`src/include/mpf_defs.svh`:
```
`ifndef MPF_DEFS_SVH
`define MPF_DEFS_SVH

// ==========================================================
// Register byte offsets
`define MPF_OFF_CON1 8'h00
`define MPF_OFF_PER 8'h04
`define MPF_OFF_DUTY1 8'h08
`define MPF_OFF_DUTY2 8'h0C
`define MPF_OFF_DUTY3 8'h10
`define MPF_OFF_OVR 8'h14
`define MPF_OFF_SEVT 8'h18
`define MPF_OFF_FLTA 8'h1C
`define MPF_OFF_FLTB 8'h20
`define MPF_OFF_KEY 8'h24
`define MPF_OFF_STAT 8'h28

// ==========================================================
// Field positions
`define MPF_CON1_EN 0
`define MPF_CON1_CTR 1
`define MPF_CON1_SP 2
`define MPF_CON1_IMM 3
`define MPF_FLT_EN 0
`define MPF_FLT_LAT 1
`define MPF_FLT_SAFE_LSB 8
`define MPF_OVR_VAL_LSB 8
`define MPF_ST_FLTA 0
`define MPF_ST_FLTB 1
`define MPF_ST_SEVT 2
`define MPF_ST_FULL 3
`define MPF_ST_HALF 4
`define MPF_ST_UNLK 5
`define MPF_ST_FUSE 6
`define MPF_ST_PINA 8
`define MPF_ST_PINB 9

// ==========================================================
// Reset values and keys
`define MPF_RST_CON1 16'h0000
`define MPF_RST_PER 16'hFFFF
`define MPF_RST_ZERO 16'h0000
`define MPF_RST_FLT 16'h0003
`define MPF_KEY1 16'hABCD
`define MPF_KEY2 16'h4321
`define MPF_HSIZE_WORD 3'h2

`endif

```
`src/include/mpf_pkg.sv`:
```
package mpf_pkg;

    typedef logic [15:0] mpf_word_t;

    typedef enum logic [2:0] {
        MPF_LK_IDLE = 3'h1,
        MPF_LK_KEY1 = 3'h2,
        MPF_LK_OPEN = 3'h4
    } mpf_lock_state_t;

endpackage : mpf_pkg

```
`src/include/mpf_tb_if.sv`:
```
`timescale 1ns/1ps
`default_nettype none

interface mpf_tb_if;
    logic [15:0] count;
    logic run;
    modport src (output count, output run);
    modport snk (input count, input run);
endinterface : mpf_tb_if

`default_nettype wire

```
`src/rtl/mpf_top.sv`:
```
// Summary of operation
// - Three generators drive complementary high/low pairs
// - Sixteen-bit period and duty, changeable while running
// - Edge, center and single-pulse modes
// - Duty updates immediate or at timebase boundary
// - Special-event compare on timebase gives trigger
// - Center mode flags both half and full period
// - Software override sets each output directly
// - Either fault forces per-pin safe state
// - Enabled fault input enables weak pull-down
// - Fault pins stay owned through reset
// - Faults come out of reset enabled, latched
// - Latched fault clears on pin high plus flag clear
// - Outputs resume at next period or half boundary
// - Three control registers are write-protected
// - Lock fuse one protects, zero disables protection
// - Key pair unlocks one protected write
// - Any other access voids the unlock
//
// Register access over AHB-Lite and the placing of the registers are this design's own decisions.
`timescale 1ns/1ps
`default_nettype none
`include "mpf_defs.svh"

module mpf_top
    import mpf_pkg::*;
(
    input wire logic hclk,
    input wire logic hresetn,
    input wire logic hsel,
    input wire logic [31:0] haddr,
    input wire logic [1:0] htrans,
    input wire logic hwrite,
    input wire logic [2:0] hsize,
    input wire logic [31:0] hwdata,
    input wire logic hready,
    output logic [31:0] hrdata,
    output logic hreadyout,
    output logic hresp,
    input wire logic fault_input_a,
    input wire logic fault_input_b,
    input wire logic write_lock_fuse,
    output logic [2:0] high_side_output,
    output logic [2:0] low_side_output,
    output logic fault_a_pulldown_en,
    output logic fault_b_pulldown_en,
    output logic special_trigger,
    output logic update_event
);

    // ======================================================
    // Bus phase tracking
    logic wr_ph_r, rd_ph_r, word_ph_r, hready_r;
    logic [7:0] addr_ph_r;
    logic [31:0] hrdata_r;
    wire acc = hsel && htrans[1] && hready;
    // Reads take one wait state so they see a write just before
    always_ff @(posedge hclk or negedge hresetn) begin
        if (!hresetn) begin
            wr_ph_r <= 1'b0;
            rd_ph_r <= 1'b0;
            word_ph_r <= 1'b0;
            addr_ph_r <= 8'h00;
            hready_r <= 1'b1;
        end else begin
            wr_ph_r <= acc && hwrite;
            rd_ph_r <= acc && !hwrite;
            word_ph_r <= hsize == `MPF_HSIZE_WORD;
            if (acc) begin
                addr_ph_r <= haddr[7:0];
            end
            hready_r <= !(acc && !hwrite);
        end
    end

    wire sfr_acc = wr_ph_r || rd_ph_r;
    wire wr = wr_ph_r && word_ph_r;
    wire mpf_word_t wdat = hwdata[15:0];
    wire sel_con1 = addr_ph_r == `MPF_OFF_CON1;
    wire sel_per = addr_ph_r == `MPF_OFF_PER;
    wire sel_d1 = addr_ph_r == `MPF_OFF_DUTY1;
    wire sel_d2 = addr_ph_r == `MPF_OFF_DUTY2;
    wire sel_d3 = addr_ph_r == `MPF_OFF_DUTY3;
    wire sel_ovr = addr_ph_r == `MPF_OFF_OVR;
    wire sel_sevt = addr_ph_r == `MPF_OFF_SEVT;
    wire sel_flta = addr_ph_r == `MPF_OFF_FLTA;
    wire sel_fltb = addr_ph_r == `MPF_OFF_FLTB;
    wire sel_key = addr_ph_r == `MPF_OFF_KEY;
    wire sel_stat = addr_ph_r == `MPF_OFF_STAT;
    // ======================================================
    // Pin synchronisers
    logic fuse_m_r, fuse_s_r, pina_m_r, pina_s_r, pinb_m_r, pinb_s_r;
    // Reset values: protection on, both faults seen asserted
    always_ff @(posedge hclk or negedge hresetn) begin
        if (!hresetn) begin
            fuse_m_r <= 1'b1;
            fuse_s_r <= 1'b1;
            pina_m_r <= 1'b0;
            pina_s_r <= 1'b0;
            pinb_m_r <= 1'b0;
            pinb_s_r <= 1'b0;
        end else begin
            fuse_m_r <= write_lock_fuse;
            fuse_s_r <= fuse_m_r;
            pina_m_r <= fault_input_a;
            pina_s_r <= pina_m_r;
            pinb_m_r <= fault_input_b;
            pinb_s_r <= pinb_m_r;
        end
    end

    // ======================================================
    // Unlock sequence
    mpf_lock_state_t lk_r, lk_nxt;
    wire key_wr = wr && sel_key;
    always_comb begin
        case (lk_r)
            MPF_LK_IDLE: begin
                lk_nxt = (key_wr && wdat == `MPF_KEY1) ? MPF_LK_KEY1
                                                         : MPF_LK_IDLE;
            end
            MPF_LK_KEY1: begin
                if (sfr_acc) begin
                    lk_nxt = (key_wr && wdat == `MPF_KEY2) ? MPF_LK_OPEN
                                                             : MPF_LK_IDLE;
                end else begin
                    lk_nxt = MPF_LK_KEY1;
                end
            end
            MPF_LK_OPEN: begin
                lk_nxt = sfr_acc ? MPF_LK_IDLE : MPF_LK_OPEN;
            end
            default: begin
                lk_nxt = MPF_LK_IDLE;
            end
        endcase
    end
    always_ff @(posedge hclk or negedge hresetn) begin
        if (!hresetn) begin
            lk_r <= MPF_LK_IDLE;
        end else begin
            lk_r <= lk_nxt;
        end
    end
    wire wr_allow = !fuse_s_r || lk_r == MPF_LK_OPEN;
    wire wr_con1 = wr && sel_con1 && wr_allow;
    wire wr_flta = wr && sel_flta && wr_allow;
    wire wr_fltb = wr && sel_fltb && wr_allow;

    // ======================================================
    // Software registers
    mpf_word_t con1_r, per_r, ovr_r, sevt_r, flta_r, fltb_r;
    mpf_word_t duty_r [3];
    always_ff @(posedge hclk or negedge hresetn) begin
        if (!hresetn) begin
            con1_r <= `MPF_RST_CON1;
            per_r <= `MPF_RST_PER;
            ovr_r <= `MPF_RST_ZERO;
            sevt_r <= `MPF_RST_ZERO;
            flta_r <= `MPF_RST_FLT;
            fltb_r <= `MPF_RST_FLT;
            duty_r[0] <= `MPF_RST_ZERO;
            duty_r[1] <= `MPF_RST_ZERO;
            duty_r[2] <= `MPF_RST_ZERO;
        end else begin
            if (wr_con1) con1_r <= wdat;
            if (wr && sel_per) per_r <= wdat;
            if (wr && sel_ovr) ovr_r <= wdat;
            if (wr && sel_sevt) sevt_r <= wdat;
            if (wr_flta) flta_r <= wdat;
            if (wr_fltb) fltb_r <= wdat;
            if (wr && sel_d1) duty_r[0] <= wdat;
            if (wr && sel_d2) duty_r[1] <= wdat;
            if (wr && sel_d3) duty_r[2] <= wdat;
        end
    end

    // ======================================================
    // Timebase
    mpf_tb_if tb ();
    logic [15:0] cnt_r, per_act_r;
    logic down_r, sp_done_r;
    wire en = con1_r[`MPF_CON1_EN];
    wire ctr = con1_r[`MPF_CON1_CTR];
    wire run = en && !sp_done_r;
    wire at_top = cnt_r >= per_act_r;
    wire full_ev = run && (ctr ? (down_r && cnt_r == 16'h0000)
                               : at_top);
    wire half_ev = run && ctr && !down_r && at_top;
    wire bnd = full_ev || half_ev || !run;
    assign tb.count = cnt_r;
    assign tb.run = run;
    always_ff @(posedge hclk or negedge hresetn) begin
        if (!hresetn) begin
            cnt_r <= 16'h0000;
            down_r <= 1'b0;
            sp_done_r <= 1'b0;
            per_act_r <= `MPF_RST_PER;
        end else begin
            if (full_ev || !run) per_act_r <= per_r;
            if (wr_con1) begin
                sp_done_r <= 1'b0;
            end else if (full_ev && con1_r[`MPF_CON1_SP]) begin
                sp_done_r <= 1'b1;
            end
            if (!run) begin
                cnt_r <= 16'h0000;
                down_r <= 1'b0;
            end else if (half_ev) begin
                cnt_r <= cnt_r - 16'h0001;
                down_r <= 1'b1;
            end else if (full_ev) begin
                cnt_r <= ctr ? 16'h0001 : 16'h0000;
                down_r <= 1'b0;
            end else if (down_r) begin
                cnt_r <= cnt_r - 16'h0001;
            end else begin
                cnt_r <= cnt_r + 16'h0001;
            end
        end
    end

    // ======================================================
    // Duty generators
    mpf_word_t duty_act_r [3];
    logic [2:0] gen_h;
    wire imm = con1_r[`MPF_CON1_IMM];
    genvar gi;
    generate
        for (gi = 0; gi < 3; gi++) begin : g_chan
            always_ff @(posedge hclk or negedge hresetn) begin
                if (!hresetn) begin
                    duty_act_r[gi] <= `MPF_RST_ZERO;
                end else if (imm || bnd) begin
                    duty_act_r[gi] <= duty_r[gi];
                end
            end
            mpf_chan u_chan (
                .tb(tb.snk),
                .duty(duty_act_r[gi]),
                .high(gen_h[gi])
            );
        end
    endgenerate

    // ======================================================
    // Faults
    logic hold_a_r, hold_b_r;
    logic [4:0] flag_r;
    logic [4:0] flag_set;
    logic [4:0] flag_clr;
    wire fa_en = flta_r[`MPF_FLT_EN];
    wire fb_en = fltb_r[`MPF_FLT_EN];
    wire fa_act = fa_en && (flta_r[`MPF_FLT_LAT] ? flag_r[`MPF_ST_FLTA]
                                                 : !pina_s_r);
    wire fb_act = fb_en && (fltb_r[`MPF_FLT_LAT] ? flag_r[`MPF_ST_FLTB]
                                                 : !pinb_s_r);
    wire force_a = fa_act || hold_a_r;
    wire force_b = fb_act || hold_b_r;
    wire sevt_hit = run && cnt_r == sevt_r;
    assign flag_set = {half_ev, full_ev, sevt_hit,
                       fb_en && !pinb_s_r, fa_en && !pina_s_r};
    assign flag_clr = (wr && sel_stat) ? hwdata[4:0] : 5'h00;
    // Set beats clear, so a fault pin still low keeps its flag
    generate
        for (gi = 0; gi < 5; gi++) begin : g_flag
            always_ff @(posedge hclk or negedge hresetn) begin
                if (!hresetn) begin
                    flag_r[gi] <= (gi < 2);
                end else begin
                    flag_r[gi] <= flag_set[gi] ||
                                  (flag_r[gi] && !flag_clr[gi]);
                end
            end
        end
    endgenerate
    always_ff @(posedge hclk or negedge hresetn) begin
        if (!hresetn) begin
            hold_a_r <= 1'b1;
            hold_b_r <= 1'b1;
        end else begin
            hold_a_r <= fa_act || (hold_a_r && !bnd);
            hold_b_r <= fb_act || (hold_b_r && !bnd);
        end
    end
    // ======================================================
    // Output stage
    logic [5:0] pin_nxt;
    wire [5:0] ovr_en = ovr_r[5:0];
    wire [5:0] ovr_val = ovr_r[`MPF_OVR_VAL_LSB +: 6];
    wire [5:0] safe_a = flta_r[`MPF_FLT_SAFE_LSB +: 6];
    wire [5:0] safe_b = fltb_r[`MPF_FLT_SAFE_LSB +: 6];
    generate
        for (gi = 0; gi < 3; gi++) begin : g_pin
            wire gh = ovr_en[2*gi] ? ovr_val[2*gi] : gen_h[gi];
            wire gl = ovr_en[2*gi+1] ? ovr_val[2*gi+1]
                                     : (run && !gen_h[gi]);
            assign pin_nxt[2*gi] = force_a ? safe_a[2*gi] :
                                   force_b ? safe_b[2*gi] : gh;
            assign pin_nxt[2*gi+1] = force_a ? safe_a[2*gi+1] :
                                     force_b ? safe_b[2*gi+1] : gl;
        end
    endgenerate

    // ======================================================
    // Read mux
    wire [15:0] stat_rd = {6'h00, pinb_s_r, pina_s_r, 1'b0, fuse_s_r,
                           lk_r == MPF_LK_OPEN, flag_r};
    wire [15:0] rd_mux =
        sel_con1 ? con1_r : sel_per ? per_r :
        sel_d1 ? duty_r[0] : sel_d2 ? duty_r[1] :
        sel_d3 ? duty_r[2] : sel_ovr ? ovr_r :
        sel_sevt ? sevt_r : sel_flta ? flta_r :
        sel_fltb ? fltb_r : sel_stat ? stat_rd : 16'h0000;
    always_ff @(posedge hclk or negedge hresetn) begin
        if (!hresetn) begin
            hrdata_r <= 32'h0000_0000;
            high_side_output <= 3'h0;
            low_side_output <= 3'h0;
            fault_a_pulldown_en <= 1'b1;
            fault_b_pulldown_en <= 1'b1;
            special_trigger <= 1'b0;
            update_event <= 1'b0;
        end else begin
            if (rd_ph_r) hrdata_r <= {16'h0000, rd_mux};
            high_side_output <= {pin_nxt[4], pin_nxt[2], pin_nxt[0]};
            low_side_output <= {pin_nxt[5], pin_nxt[3], pin_nxt[1]};
            fault_a_pulldown_en <= fa_en;
            fault_b_pulldown_en <= fb_en;
            special_trigger <= sevt_hit;
            update_event <= full_ev || half_ev;
        end
    end
    assign hrdata = hrdata_r;
    assign hreadyout = hready_r;
    assign hresp = 1'b0;
endmodule : mpf_top

`default_nettype wire

```
`src/rtl/mpf_chan.sv`:
```
`timescale 1ns/1ps
`default_nettype none

module mpf_chan
    import mpf_pkg::*;
(
    mpf_tb_if.snk tb,
    input wire mpf_word_t duty,
    output logic high
);

    // Same compare serves both alignments: up/down count centres the pulse
    assign high = tb.run && (tb.count < duty);

endmodule : mpf_chan

`default_nettype wire

```
`config.mk`:
```
export PLATFORM = sky130hd
export DESIGN_NAME = mpf_top
export DESIGN_NICKNAME = d
export VERILOG_FILES = /design/src/include/mpf_pkg.sv /design/src/include/mpf_tb_if.sv /design/src/rtl/mpf_top.sv /design/src/rtl/mpf_chan.sv
export VERILOG_INCLUDE_DIRS = /design/src /design/src/include
export SDC_FILE = /design/constraint.sdc
export NUM_CORES = 1
export LEC_CHECK = 0
export ABC_AREA = 0
export BUFFER_PORTS_ARGS = -buffer_cell sky130_fd_sc_hd__buf_4
export CAP_MARGIN = 25
export CORE_MARGIN = 2
export CORE_UTILIZATION = 56
export DETAILED_ROUTE_END_ITERATION = 10
export PLACE_DENSITY_LB_ADDON = 0.12
export SLEW_MARGIN = 0
export SYNTH_ARGS = -nofsm -noshare
export SYNTH_HDL_FRONTEND = slang
export SYNTH_SLANG_ARGS = --single-unit
```
`constraint.sdc`:
```
create_clock -name hclk -period 3.04 [get_ports hclk]
set_input_delay 0.456 -clock hclk [delete_from_list [all_inputs] [get_ports hclk]]
set_output_delay 0.456 -clock hclk [all_outputs]
set_load 0.02 [all_outputs]
```
Word level (Yosys, flattened, before mapping)
Index checks and enable logic that the tools add are counted.
{"block": "classes", "add_sub_neg": 2, "order_cmp": 4, "eq_ne": 18, "mux": 47, "n_reduce_logical": 81}
{"operator": "2-to-1 mux 16 bit", "n": 13}
{"operator": "< comparator 16 bit", "n": 3}
{"operator": "logical AND 1 bit", "n": 46}
{"operator": "equality test 8 x 5 -> 1 bit, second input constant", "n": 4}
{"operator": "2-to-1 mux 1 bit", "n": 27}
{"operator": "equality test 8 x 6 -> 1 bit, second input constant", "n": 3}
{"operator": "logical NOT 1 bit", "n": 17}
{"operator": "adder 16 x 1 -> 16 bit, second input constant", "n": 1}
{"operator": "equality test 16 x 15 -> 1 bit, second input constant", "n": 1}
{"operator": "equality test 16 bit", "n": 1}
{"operator": "equality test 16 bit, second input constant", "n": 1}
{"operator": "equality test 8 x 4 -> 1 bit, second input constant", "n": 2}
{"operator": ">= comparator 16 bit", "n": 1}
{"operator": "logical NOT 16 bit", "n": 1}
{"operator": "subtractor 16 x 1 -> 16 bit, second input constant", "n": 1}
{"operator": "logical OR 1 bit", "n": 15}
{"operator": "2-to-1 mux 10 bit", "n": 1}
{"operator": "2-to-1 mux 3 bit", "n": 3}
{"operator": "case mux 3 bit (3 select lines)", "n": 1}
{"operator": "equality test 8 x 3 -> 1 bit, second input constant", "n": 1}
{"operator": "logical NOT 8 bit", "n": 1}
{"operator": "equality test 3 x 2 -> 1 bit, second input constant", "n": 2}
{"operator": "2-to-1 mux 5 bit", "n": 1}
{"operator": "equality test 3 x 1 -> 1 bit, second input constant", "n": 1}
{"operator": "4 further kinds", "n": 4}
{"block": "totals", "reg_bits": 280, "inputBits": 77, "out_inout_bits": 44, "elab_cells": 194}

Logic depth before layout (Yosys ltp)
Gate-level depths: netlist of run 1.
{"block": "depth", "ltp_word": 11, "depth_mapped": 12, "ltp_nobuf": 9}

Cells and area by module
From an unflattened synthesis of run 1, not the netlist that was laid out.
{"block": "hier_totals", "hier_cells": 1318, "hier_area_um2": 14645.3}
{"mod": "mpf_top", "instances": 1, "cells_per_inst": 1162, "area_each_um2": 13508.0, "seq_area_each_um2": 7064.3}
{"mod": "mpf_chan", "instances": 3, "cells_per_inst": 52, "area_each_um2": 379.1, "seq_area_each_um2": 0.0}

Worst setup path after synthesis of run 1
No wires, ideal clock.
{"block": "synth_timing", "kind": "register to register", "from": "register cnt_r[1]", "to": "register duty_act_r[0] (netlist bit)", "setup_time_ns": 0.125, "arrival_ns": 2.653, "required_time_ns": 2.915, "slack_ns": 0.262, "path_stages_with_launch": 13, "n_path_buf": 3, "period_less_slack_ns": 2.778, "cell_sequence": "dfrtp_1 clkbuf_1 inv_1 ha_1 nor3b_4 nand4b_1 or4_4 nand2_4 a21o_2 nor2_2 buf_6 buf_6 mux2_4"}
{"block": "synth_between", "elab_chain_cells": 7, "word_cells_on_any_way": 9, "classes_between": "order compare: 1; mux: 1; reduce/logical: 7"}
{"item": "from (decl)", "line": "mpf_top.sv:181", "rtl": "logic [15:0] cnt_r, per_act_r;"}
{"item": "from (signal assigned)", "line": "mpf_top.sv:210", "rtl": "cnt_r <= cnt_r - 16'h0001;"}
{"item": "from (signal assigned)", "line": "mpf_top.sv:213", "rtl": "cnt_r <= ctr ? 16'h0001 : 16'h0000;"}
{"item": "from (signal assigned)", "line": "mpf_top.sv:216", "rtl": "cnt_r <= cnt_r - 16'h0001;"}
{"item": "parallel branches: the longest is 4 deep, another holds >= comparator 16 bit"}
{"item": "logical OR 1 bit (*) (2 in series)", "line": "mpf_top.sv:190", "rtl": "wire bnd = full_ev || half_ev || !run;"}
{"item": "logical OR 1 bit (*)", "line": "mpf_top.sv:234", "rtl": "end else if (imm || bnd) begin"}
{"item": "to (signal, indexed assignment)", "line": "mpf_top.sv:233", "rtl": "duty_act_r[gi] <= `MPF_RST_ZERO;"}
{"item": "to (signal, indexed assignment)", "line": "mpf_top.sv:235", "rtl": "duty_act_r[gi] <= duty_r[gi];"}
{"item": "to (decl)", "line": "mpf_top.sv:225", "rtl": "mpf_word_t duty_act_r [3];"}
Every way passes the cells marked *.
A chain may end at the register's enable or synchronous reset.

Worst setup path after layout of run 1
{"block": "layout_timing", "from": "register per_act_r[9]", "to": "register duty_act_r[34] (netlist bit)"}
{"block": "layout_between", "elab_chain_cells": 6, "word_cells_on_any_way": 7, "classes_between": "order compare: 1; mux: 1; reduce/logical: 5"}
{"item": "from (decl)", "line": "mpf_top.sv:181"}
{"item": "from (signal assigned)", "line": "mpf_top.sv:198", "rtl": "per_act_r <= `MPF_RST_PER;"}
{"item": "from (signal assigned)", "line": "mpf_top.sv:200", "rtl": "if (full_ev || !run) per_act_r <= per_r;"}
{"item": ">= comparator 16 bit (*)", "line": "mpf_top.sv:186", "rtl": "wire at_top = cnt_r >= per_act_r;"}
{"item": "2-to-1 mux 1 bit", "line": "mpf_top.sv:187", "rtl": "wire full_ev = run && (ctr ? (down_r && cnt_r == 16'h0000)"}
{"item": "logical AND 1 bit", "line": "mpf_top.sv:187"}
{"item": "logical OR 1 bit (*) (2 in series)", "line": "mpf_top.sv:190"}
{"item": "logical OR 1 bit (*)", "line": "mpf_top.sv:234"}
Mark *: on every way between the ends. The rest lies on a longest branch, timed or not.

==> results of run 1 <==
==> worst max path at each step <==
stage,from,to,slack (ns),cells past startpoint
floorplan,cnt_r[1],duty_act_r[0],0.26,12
global placement,per_act_r[9],duty_act_r[15],0.19,11
detailed placement,per_act_r[9],duty_act_r[42],0.15,11
CTS,per_act_r[9],duty_act_r[26],0.12,11
global route,per_act_r[9],duty_act_r[34],0.002,11
finish,per_act_r[9],duty_act_r[34],0.14,11
==> flip-flops by register name (all words and copies together) (netlist names), 3 cells and up <==
name	count
low_side_output	3
addr_ph_r	8
hrdata	16
flta_r	16
con1_r	16
ovr_r	16
per_act_r	16
fltb_r	16
per_r	16
high_side_output	3
lk_r	3
duty_r	48
cnt_r	16
sevt_r	16
duty_act_r	48
flag_r	5
==> logic make-up (layout without fill, tap and decap cells) <==
| kind of cell | count (synthesis) | in the layout | synth area share [%] |
|---|---|---|---|
| flip-flops | 280 | 280 | 49.4 |
| AND/OR/NAND/NOR | 259 | 259 | 9.49 |
| other | 1 | 17 | 0.0262 |
| AO/OA/AOI/OAI | 234 | 234 | 11.1 |
| XOR/XNOR | 24 | 24 | 1.47 |
| multiplexers | 222 | 222 | 18.0 |
| buffers and inverters | 162 | 260 | 5.04 |
| adder cells (fa/ha/maj) | 63 | 63 | 5.51 |
==> layout make-up <==
type,count,area share [%]
clock buffer,46,5.44
sequential,280,43.0
tap,330,2.52
multi-input combinational,819,40.2
inverter,74,1.69
clock inverter,9,0.496
timing repair buffer,131,6.59
==> Yosys cell counts, drive strengths merged (6+ instances only) <==
cell / number
o22ai: 6
nor4: 12
o211ai: 8
nand3: 20
inv: 74
and3: 13
ha: 63
a21o: 15
dfrtp: 234
a22oi: 25
a21oi: 57
a22o: 13
mux2: 217
dfstp: 46
a211oi: 9
nor3b: 8
nor2: 44
a221oi: 15
nand2: 79
nand2b: 13
buf: 40
nand4: 12
xor2: 20
o21ai: 42
clkbuf: 48
a222oi: 12
nor3: 25
nor2b: 10
==> critical path: stages (launching register included) <==
cell and delay, ns:
dfstp_2 0.53, inv_1 0.04, ha_1 0.27, a211oi_1 0.25
nor2_1 0.08, nor4_1 0.28, buf_4 0.18, a21oi_1 0.07
a21o_2 0.26, nor2_4 0.18, clkbuf_16 0.28, mux2_2 0.35
==> report_power, final <==
group / internal, mW / total [mW] / switching [mW]
clock: 2.10 / 3.60 / 1.50
sequential: 3.94 / 4.13 / 0.194
combinational: 0.336 / 0.799 / 0.464
total: 6.37 / 8.54 / 2.16
==> repair_timing <==
| item | CTS | global route |
|---|---|---|
| hold buffers | 4 | 0 |
| hold endpoints to repair | 48 | 0 |
| endpoints found under the setup margin | 0 | 4 |
==> layout by cell type, fill, tap and decap left out, types with 10 or more instances in the layout <==
| master | n |
|---|---|
| nand4_1 | 12 |
| nor3_1 | 22 |
| mux2_2 | 197 |
| nor4_1 | 10 |
| a221oi_1 | 15 |
| a22o_1 | 13 |
| a21o_1 | 14 |
| nand2b_1 | 13 |
| a222oi_1 | 12 |
| nor2_1 | 41 |
| a21oi_1 | 57 |
| o21ai_0 | 41 |
| nor2b_1 | 10 |
| conb_1 | 17 |
| inv_1 | 74 |
| nand3_1 | 20 |
| mux2_4 | 20 |
| and3_1 | 13 |
| ha_1 | 63 |
| buf_4 | 120 |
| xor2_1 | 20 |
| dfrtp_1 | 234 |
| clkbuf_16 | 32 |
| nand2_1 | 78 |
| dfstp_2 | 46 |
| a22oi_1 | 25 |
==> layer usage <==
layer / global-route usage [%] / vias to the layer above / share of wire (%)
met2: 46.6 / 482 / 45
met1: 44.5 / 5222 / 43
met5: 0 / - / 0.032
met3: 5.56 / 96 / 8.1
met4: 11.1 / 2 / 3.8
li1: - / 4674 / -
==> flow_metrics.tcl, run 1 <==
set metrics [dict create \
    status "finished clean" \
    fin_tns_setup_ns 0 \
    place_area_um2 15400 \
    cts_tree "yes" \
    crit_path_start_kind "flip-flop" \
    ir_drop_mv 0.506 \
    io_buffers 62 \
    setup_viol 0 \
    critPathRequiredTime_ns 3.48 \
    ys_seq_area_share_pct 49.4 \
    clk_latency_ns 0.56 \
    area_growth_pct 14.7 \
    yosysTopAreaCell "dfrtp_1" \
    die-height_um 164 \
    multi_input_area_um2 6600 \
    fp-row-count 58 \
    path_class "reg -> reg" \
    drv_cap 0 \
    clkSinkCount 280 \
    synth.avg_cell_area_um2 11.5 \
    yosysTopAreaCellShare_pct 40.9 \
    holdCritPathClass "in -> reg" \
    initial_utilization_pct 57.0 \
    final_core_util_pct 65.4 \
    placedCellCount 1629 \
    ioPinCount 121 \
    hold_depth 2 \
    instances_no_fill 1689 \
    wirelength_um 40400 \
    die_w_um 164 \
    dp_hpwl_um 29200 \
    drt_iter0_drc 941 \
    post_cts_resized 0 \
    layout-drive-gt1-share_pct 33.3 \
    clock_path_buffers 3 \
    ant_nets 0 \
    core_area_um2 25100 \
    first_global_vias 10300 \
    powerDensity_nw_per_um2 520 \
    cts_max_level 1 \
    p_leak_nw 7.56 \
    synth_edf_count 0 \
    max_freq_ghz 0.345 \
    rr_endpoint "duty_act_r[34]" \
    die_area_um2 26800 \
    holdPathEnd "word_ph_r" \
    ys_seq_elements 280 \
    fin_ws_ns 0.140 \
    clk_pin_slew_ns 0.06 \
    fill_cells 1949 \
    hold_violations 0 \
    yosysWarnings 0 \
    crit_fanout 24 \
    drc 0 \
    drt-wirelength-per-cell_um 23.9 \
    yosys-top-cells-area "dfrtp_1 (41%), mux2_2 (16%), dfstp_2 (8.4%)" \
    cts_setup_buffers 0 \
    dr.pass1.iters 5 \
    final_cell_area_um2 16400 \
    route.vias.total 10500 \
    skew_ns 0.0211 \
    period_share_pct 95.4 \
    grt_pass1_wl_um 61900 \
    gp_congestion 0.906 \
    setup.worst_path.end_class "flip-flop" \
    async_flop_share_pct 100 \
    rsz0062_at_grt "no" \
    synth_area_um2 14300 \
    synth_cell_type_count 70 \
    antenna_found_initial 2 \
    worst_slew_pin_slew_ns 0.837 \
    r2r_start "per_act_r[9]" \
    cts_buffers 30 \
    synthFlopType "dfrtp_1" \
    finalNetCount 1476 \
    antenna_cells 0 \
    r2r_cells 11 \
    relSlewSlack_pct 44.1 \
    dpl_worst_slack_ns 0.154 \
    cts.root.buffer_cell "clkbuf_16" \
    hp-start "hsize[0]" \
    gr-total-overflow 0 \
    grt_max_degree 72 \
    p_total_mw 8.54 \
    regArea_um2 7060 \
    fin_crit_ns 2.90 \
    ff2ff_setup_slack_ns 0.14 \
    via_per_inst 6.20 \
    cp.arrival_ns 3.34 \
    fin_worst_hold_slack_ns 0.0569 \
    track_usage_pct 30.7 \
    syn_inst 1245 \
    slew_viol_final 0 \
]
No activity file was read; power rests on OpenSTA's default activity.
==> run 2: changes to the inputs <==
--- a/config.mk
+++ b/config.mk
@@ -9,10 +9,12 @@
 export ABC_AREA = 0
 export BUFFER_PORTS_ARGS = -buffer_cell sky130_fd_sc_hd__buf_4
 export CAP_MARGIN = 25
+export CORE_ASPECT_RATIO = 1.4
 export CORE_MARGIN = 2
 export CORE_UTILIZATION = 56
 export DETAILED_ROUTE_END_ITERATION = 10
 export PLACE_DENSITY_LB_ADDON = 0.12
+export RECOVER_POWER = 50
 export SLEW_MARGIN = 0
 export SYNTH_ARGS = -nofsm -noshare
 export SYNTH_HDL_FRONTEND = slang
==> flow_metrics.tcl, run 2 (same netlist as run 1, synthesis figures left out) <==
set metrics [dict create \
    status "finished with violations" \
    violations "capacitance limit, slew limit" \
    place_area_um2 15400 \
    wirelength_um 40600 \
    core_area_um2 25300 \
    drv_cap 1 \
    fin_tns_setup_ns 0 \
    rsz0062_at_grt "no" \
    initial_utilization_pct 56.6 \
    ioPinCount 121 \
    gp_congestion 0.921 \
    path_class "reg -> reg" \
    cp.arrival_ns 3.27 \
    gr-total-overflow 0 \
    most-common-layout-cells "dfrtp_1 (234), mux2_2 (197), buf_4 (114), nand2_1 (78), inv_1 (74)" \
    io_buffers 62 \
    crit_chain "inv_1 > ha_1 > a211oi_1 > o21bai_1 > a21oi_1 > a21oi_1 > a21o_2 > nor2_4 > buf_12 > mux2_2" \
    track_usage_pct 30.7 \
    setup_viol 0 \
    cp_slowest_cell "dfstp_2" \
    fin_worst_hold_slack_ns 0.0466 \
    fill_cells 2013 \
    drt-wirelength-per-cell_um 24.2 \
    clk_latency_ns 0.56 \
    relSlewSlack_pct -17.2 \
    antenna_cells 0 \
    cts_buffers 29 \
    crit_path_start_kind "flip-flop" \
    drt_iter0_drc 936 \
    powerDensity_nw_per_um2 537 \
    die_w_um 139 \
    cts_tree "yes" \
    fin_crit_ns 2.82 \
    dr.pass1.iters 7 \
    clkSinkCount 280 \
    clk_pin_slew_ns 0.06 \
    p_leak_nw 7.59 \
    multi_input_area_um2 6600 \
    cts_max_level 1 \
    regArea_um2 7060 \
    via_per_inst 6.25 \
    crit_family "compound AO/OA/AOI/OAI gates" \
    final_common_cell "dfrtp_1" \
    ir_drop_mv 0.626 \
    final_cell_area_um2 16400 \
    critPathRequiredTime_ns 3.48 \
    cts.root.buffer_cell "clkbuf_16" \
    grt_max_degree 74 \
    worst_slew_pin_slew_ns 1.76 \
    worst_path_most_repeated_cell "a21oi_1" \
    fp-row-count 69 \
    layout-drive-gt1-share_pct 33.4 \
    drc 0 \
    cp.buffers_inverters 2 \
    hold_violations 0 \
    critical-path-max-stage-delay_ns 0.53 \
    grt_pass1_wl_um 62800 \
    area_growth_pct 14.9 \
    ant_nets 0 \
    route.vias.total 10500 \
    final_core_util_pct 65.0 \
    crit_fanout 29 \
    period_share_pct 92.9 \
    antenna_found_initial 0 \
    holdCritPathClass "in -> reg" \
    slew_viol_final 71 \
    setup.worst_path.end_class "flip-flop" \
    max_freq_ghz 0.354 \
    die_area_um2 26900 \
    first_global_vias 10600 \
    dp_hpwl_um 29500 \
    die-height_um 193 \
    clock_path_buffers 3 \
    skew_ns 0.0227 \
    finalNetCount 1475 \
    reg_top3 "duty_act_r (48), duty_r (48)" \
]
[run 2: area by class of cell]
cell class,instances,share of cell area [%]
clock buffers,40,5.03
clock inverters,13,1.36
inverters,74,1.69
multi-input cells,819,40.2
flip-flops and latches,280,43.0
well taps,319,2.43
repair buffers,131,6.35
[run 2: where the power goes]
group / leakage [nW] / internal (mW) / switching [mW]
Combinational: 3.69 / 0.329 / 0.462
Clock: 0.512 / 2.40 / 1.50
Sequential: 3.38 / 3.94 / 0.195
[run 2: stage by stage]
stage | std cells | total power [mW] | setup WS, ns
after floorplan | 1261 | 4.57 | 0.262
after global placement | 1620 | 4.96 | 0.221
after detailed placement | 1620 | 4.98 | 0.224
after CTS | 1676 | 8.89 | 0.207
after global routing | 1676 | 9.12 | 0.00824
final | 1676 | 8.83 | 0.216
[run 2: repair_timing]
item                      CTS  global route
buffers inserted            0             0
hold buffers                3             0
gates resized for setup     0             0
hold endpoints to repair   54             0
[run 2: worst paths after layout]
check	startpoint	endpoint	slack, ns	cells past startpoint
min in group asynchronous	hresetn	cnt_r[2]	0.92	2
hold / removal	fault_input_a	pina_m_r	0.05	1
setup / recovery	per_act_r[13]	duty_act_r[28]	0.22	10
hold reg to reg	pinb_m_r	pinb_s_r	0.35	0
max in group asynchronous	hresetn	duty_act_r[28]	0.56	3
setup reg to reg	per_act_r[13]	duty_act_r[28]	0.22	10
[run 2: routing by layer]
metal	up-vias	GRT usage [%]	routed length, µm
li1	4663	-	-
met1	5277	41.2	16700
met2	420	49.9	19100
met3	115	3.46	2530
met4	0	16.1	2200
met5	-	0	0
==> run 3: changes to the inputs <==
--- a/config.mk
+++ b/config.mk
@@ -13,6 +13,7 @@
 export CORE_MARGIN = 2
 export CORE_UTILIZATION = 56
 export DETAILED_ROUTE_END_ITERATION = 10
+export HOLD_SLACK_MARGIN = 0.1
 export PLACE_DENSITY_LB_ADDON = 0.12
 export RECOVER_POWER = 50
 export SLEW_MARGIN = 0
==> flow_metrics.tcl, run 3 (same netlist as run 1, synthesis figures left out) <==
set metrics [dict create \
    ir_drop_mv 0.626 \
    drc 0 \
    placedCellCount 1620 \
    violations "capacitance limit, slew limit" \
    max_freq_ghz 0.353 \
    powerDensity_nw_per_um2 537 \
    clkSinkCount 280 \
    slew_viol_final 71 \
    reg_top3 "duty_act_r (48), duty_r (48)" \
    hold_violations 0 \
    gr-total-overflow 0 \
    antenna_cells 0 \
    cts.root.buffer_cell "clkbuf_16" \
    post_cts_resized 0 \
    fp-row-count 69 \
    skew_ns 0.0205 \
    cp.arrival_ns 3.28 \
    grt_max_degree 74 \
    dpl_worst_slack_ns 0.224 \
    via_per_inst 6.31 \
    die_area_um2 26900 \
    setup.worst_path.end_class "flip-flop" \
    period_share_pct 93.2 \
    fin_tns_setup_ns 0 \
    initial_utilization_pct 56.6 \
    cts_buffers 29 \
    ioPinCount 121 \
    status "finished with violations" \
    cts_max_level 1 \
    fin_crit_ns 2.83 \
    area_growth_pct 15.1 \
    finalNetCount 1478 \
    most-common-layout-cells "dfrtp_1 (234), mux2_2 (197), buf_4 (114), nand2_1 (78), inv_1 (74)" \
    clk_latency_ns 0.56 \
    cts_setup_buffers 0 \
    drt_iter0_drc 972 \
    drt-wirelength-per-cell_um 24.2 \
    path_class "reg -> reg" \
    clk_pin_slew_ns 0.06 \
    io_buffers 62 \
    dp_hpwl_um 29500 \
    crit_fanout 29 \
    die-height_um 193 \
    route.vias.total 10600 \
    setup_viol 0 \
    cts_tree "yes" \
    die_w_um 139 \
    grt_pass1_wl_um 62900 \
    holdCritPathClass "in -> reg" \
    rsz0062_at_grt "no" \
    instances_no_fill 1679 \
    track_usage_pct 30.8 \
    antenna_found_initial 0 \
    layout-drive-gt1-share_pct 33.3 \
    core_area_um2 25300 \
    relSlewSlack_pct -21.0 \
    drv_cap 1 \
    final_common_cell "dfrtp_1" \
    first_global_vias 10700 \
    gp_congestion 0.921 \
    crit_path_start_kind "flip-flop" \
    clock_path_buffers 3 \
    critPathRequiredTime_ns 3.48 \
    fin_ws_ns 0.208 \
    p_leak_nw 7.60 \
    holdBufCountCts 6 \
    wirelength_um 40700 \
    ant_nets 0 \
    dr.pass1.iters 8 \
    ff2ff_setup_slack_ns 0.21 \
    worst_slew_pin_slew_ns 1.81 \
]
-- run 3: area by class of cell --
type / instances / area, µm²
multi-input cells: 819 / 6600
flip-flops and latches: 280 / 7060
clock buffers: 40 / 827
fillers: 2011 / 8830
repair buffers: 134 / 1070
inverters: 74 / 278
well taps: 319 / 399
clock inverters: 13 / 224
-- run 3: worst max-delay path, stage by stage, from the launching register on --
cell	delay, ns
dfstp_2	0.53
inv_1	0.05
ha_1	0.28
a211oi_1	0.31
o21bai_1	0.21
a21oi_1	0.19
a21oi_1	0.11
a21o_2	0.26
nor2_4	0.15
buf_12	0.23
mux2_2	0.36
-- run 3: metrics by stage --
step                      instance area (µm²)  util (%)  hold slack [ns]  total power [mW]
after floorplan                         14400         -            0.160              4.57
after global placement                  15400      60.8            0.332              4.96
after detailed placement                15400      60.8            0.336              4.98
after CTS                               16500      65.2            0.115              8.89
after global routing                    16500      65.1            0.123              9.13
final                                   16500      65.1            0.134              8.84
-- run 3: worst paths after layout --
path                       cells after the start              to          start
max reg2reg                                   10  duty_act_r[28]  per_act_r[13]
max in group asynchronous                      3  duty_act_r[28]        hresetn
min reg2reg                                    0        pinb_s_r       pinb_m_r
max                                           10  duty_act_r[28]  per_act_r[13]
min                                            2    addr_ph_r[1]       haddr[1]
min in group asynchronous                      2   duty_act_r[2]        hresetn
-- run 3: where the power goes --
group / internal [mW] / leakage [nW] / total [mW] / switching (mW)
clock: 2.40 / 0.512 / 3.91 / 1.50
combinational: 0.331 / 3.71 / 0.794 / 0.463
sequential: 3.94 / 3.38 / 4.13 / 0.195
-- run 3: layer usage --
| layer | global-route usage, % | share of wire [%] |
|---|---|---|
| met1 | 41.2 | 41 |
| met2 | 50.1 | 47 |
| met3 | 3.46 | 6.2 |
| met4 | 16.1 | 5.8 |
| met5 | 0 | 0 |
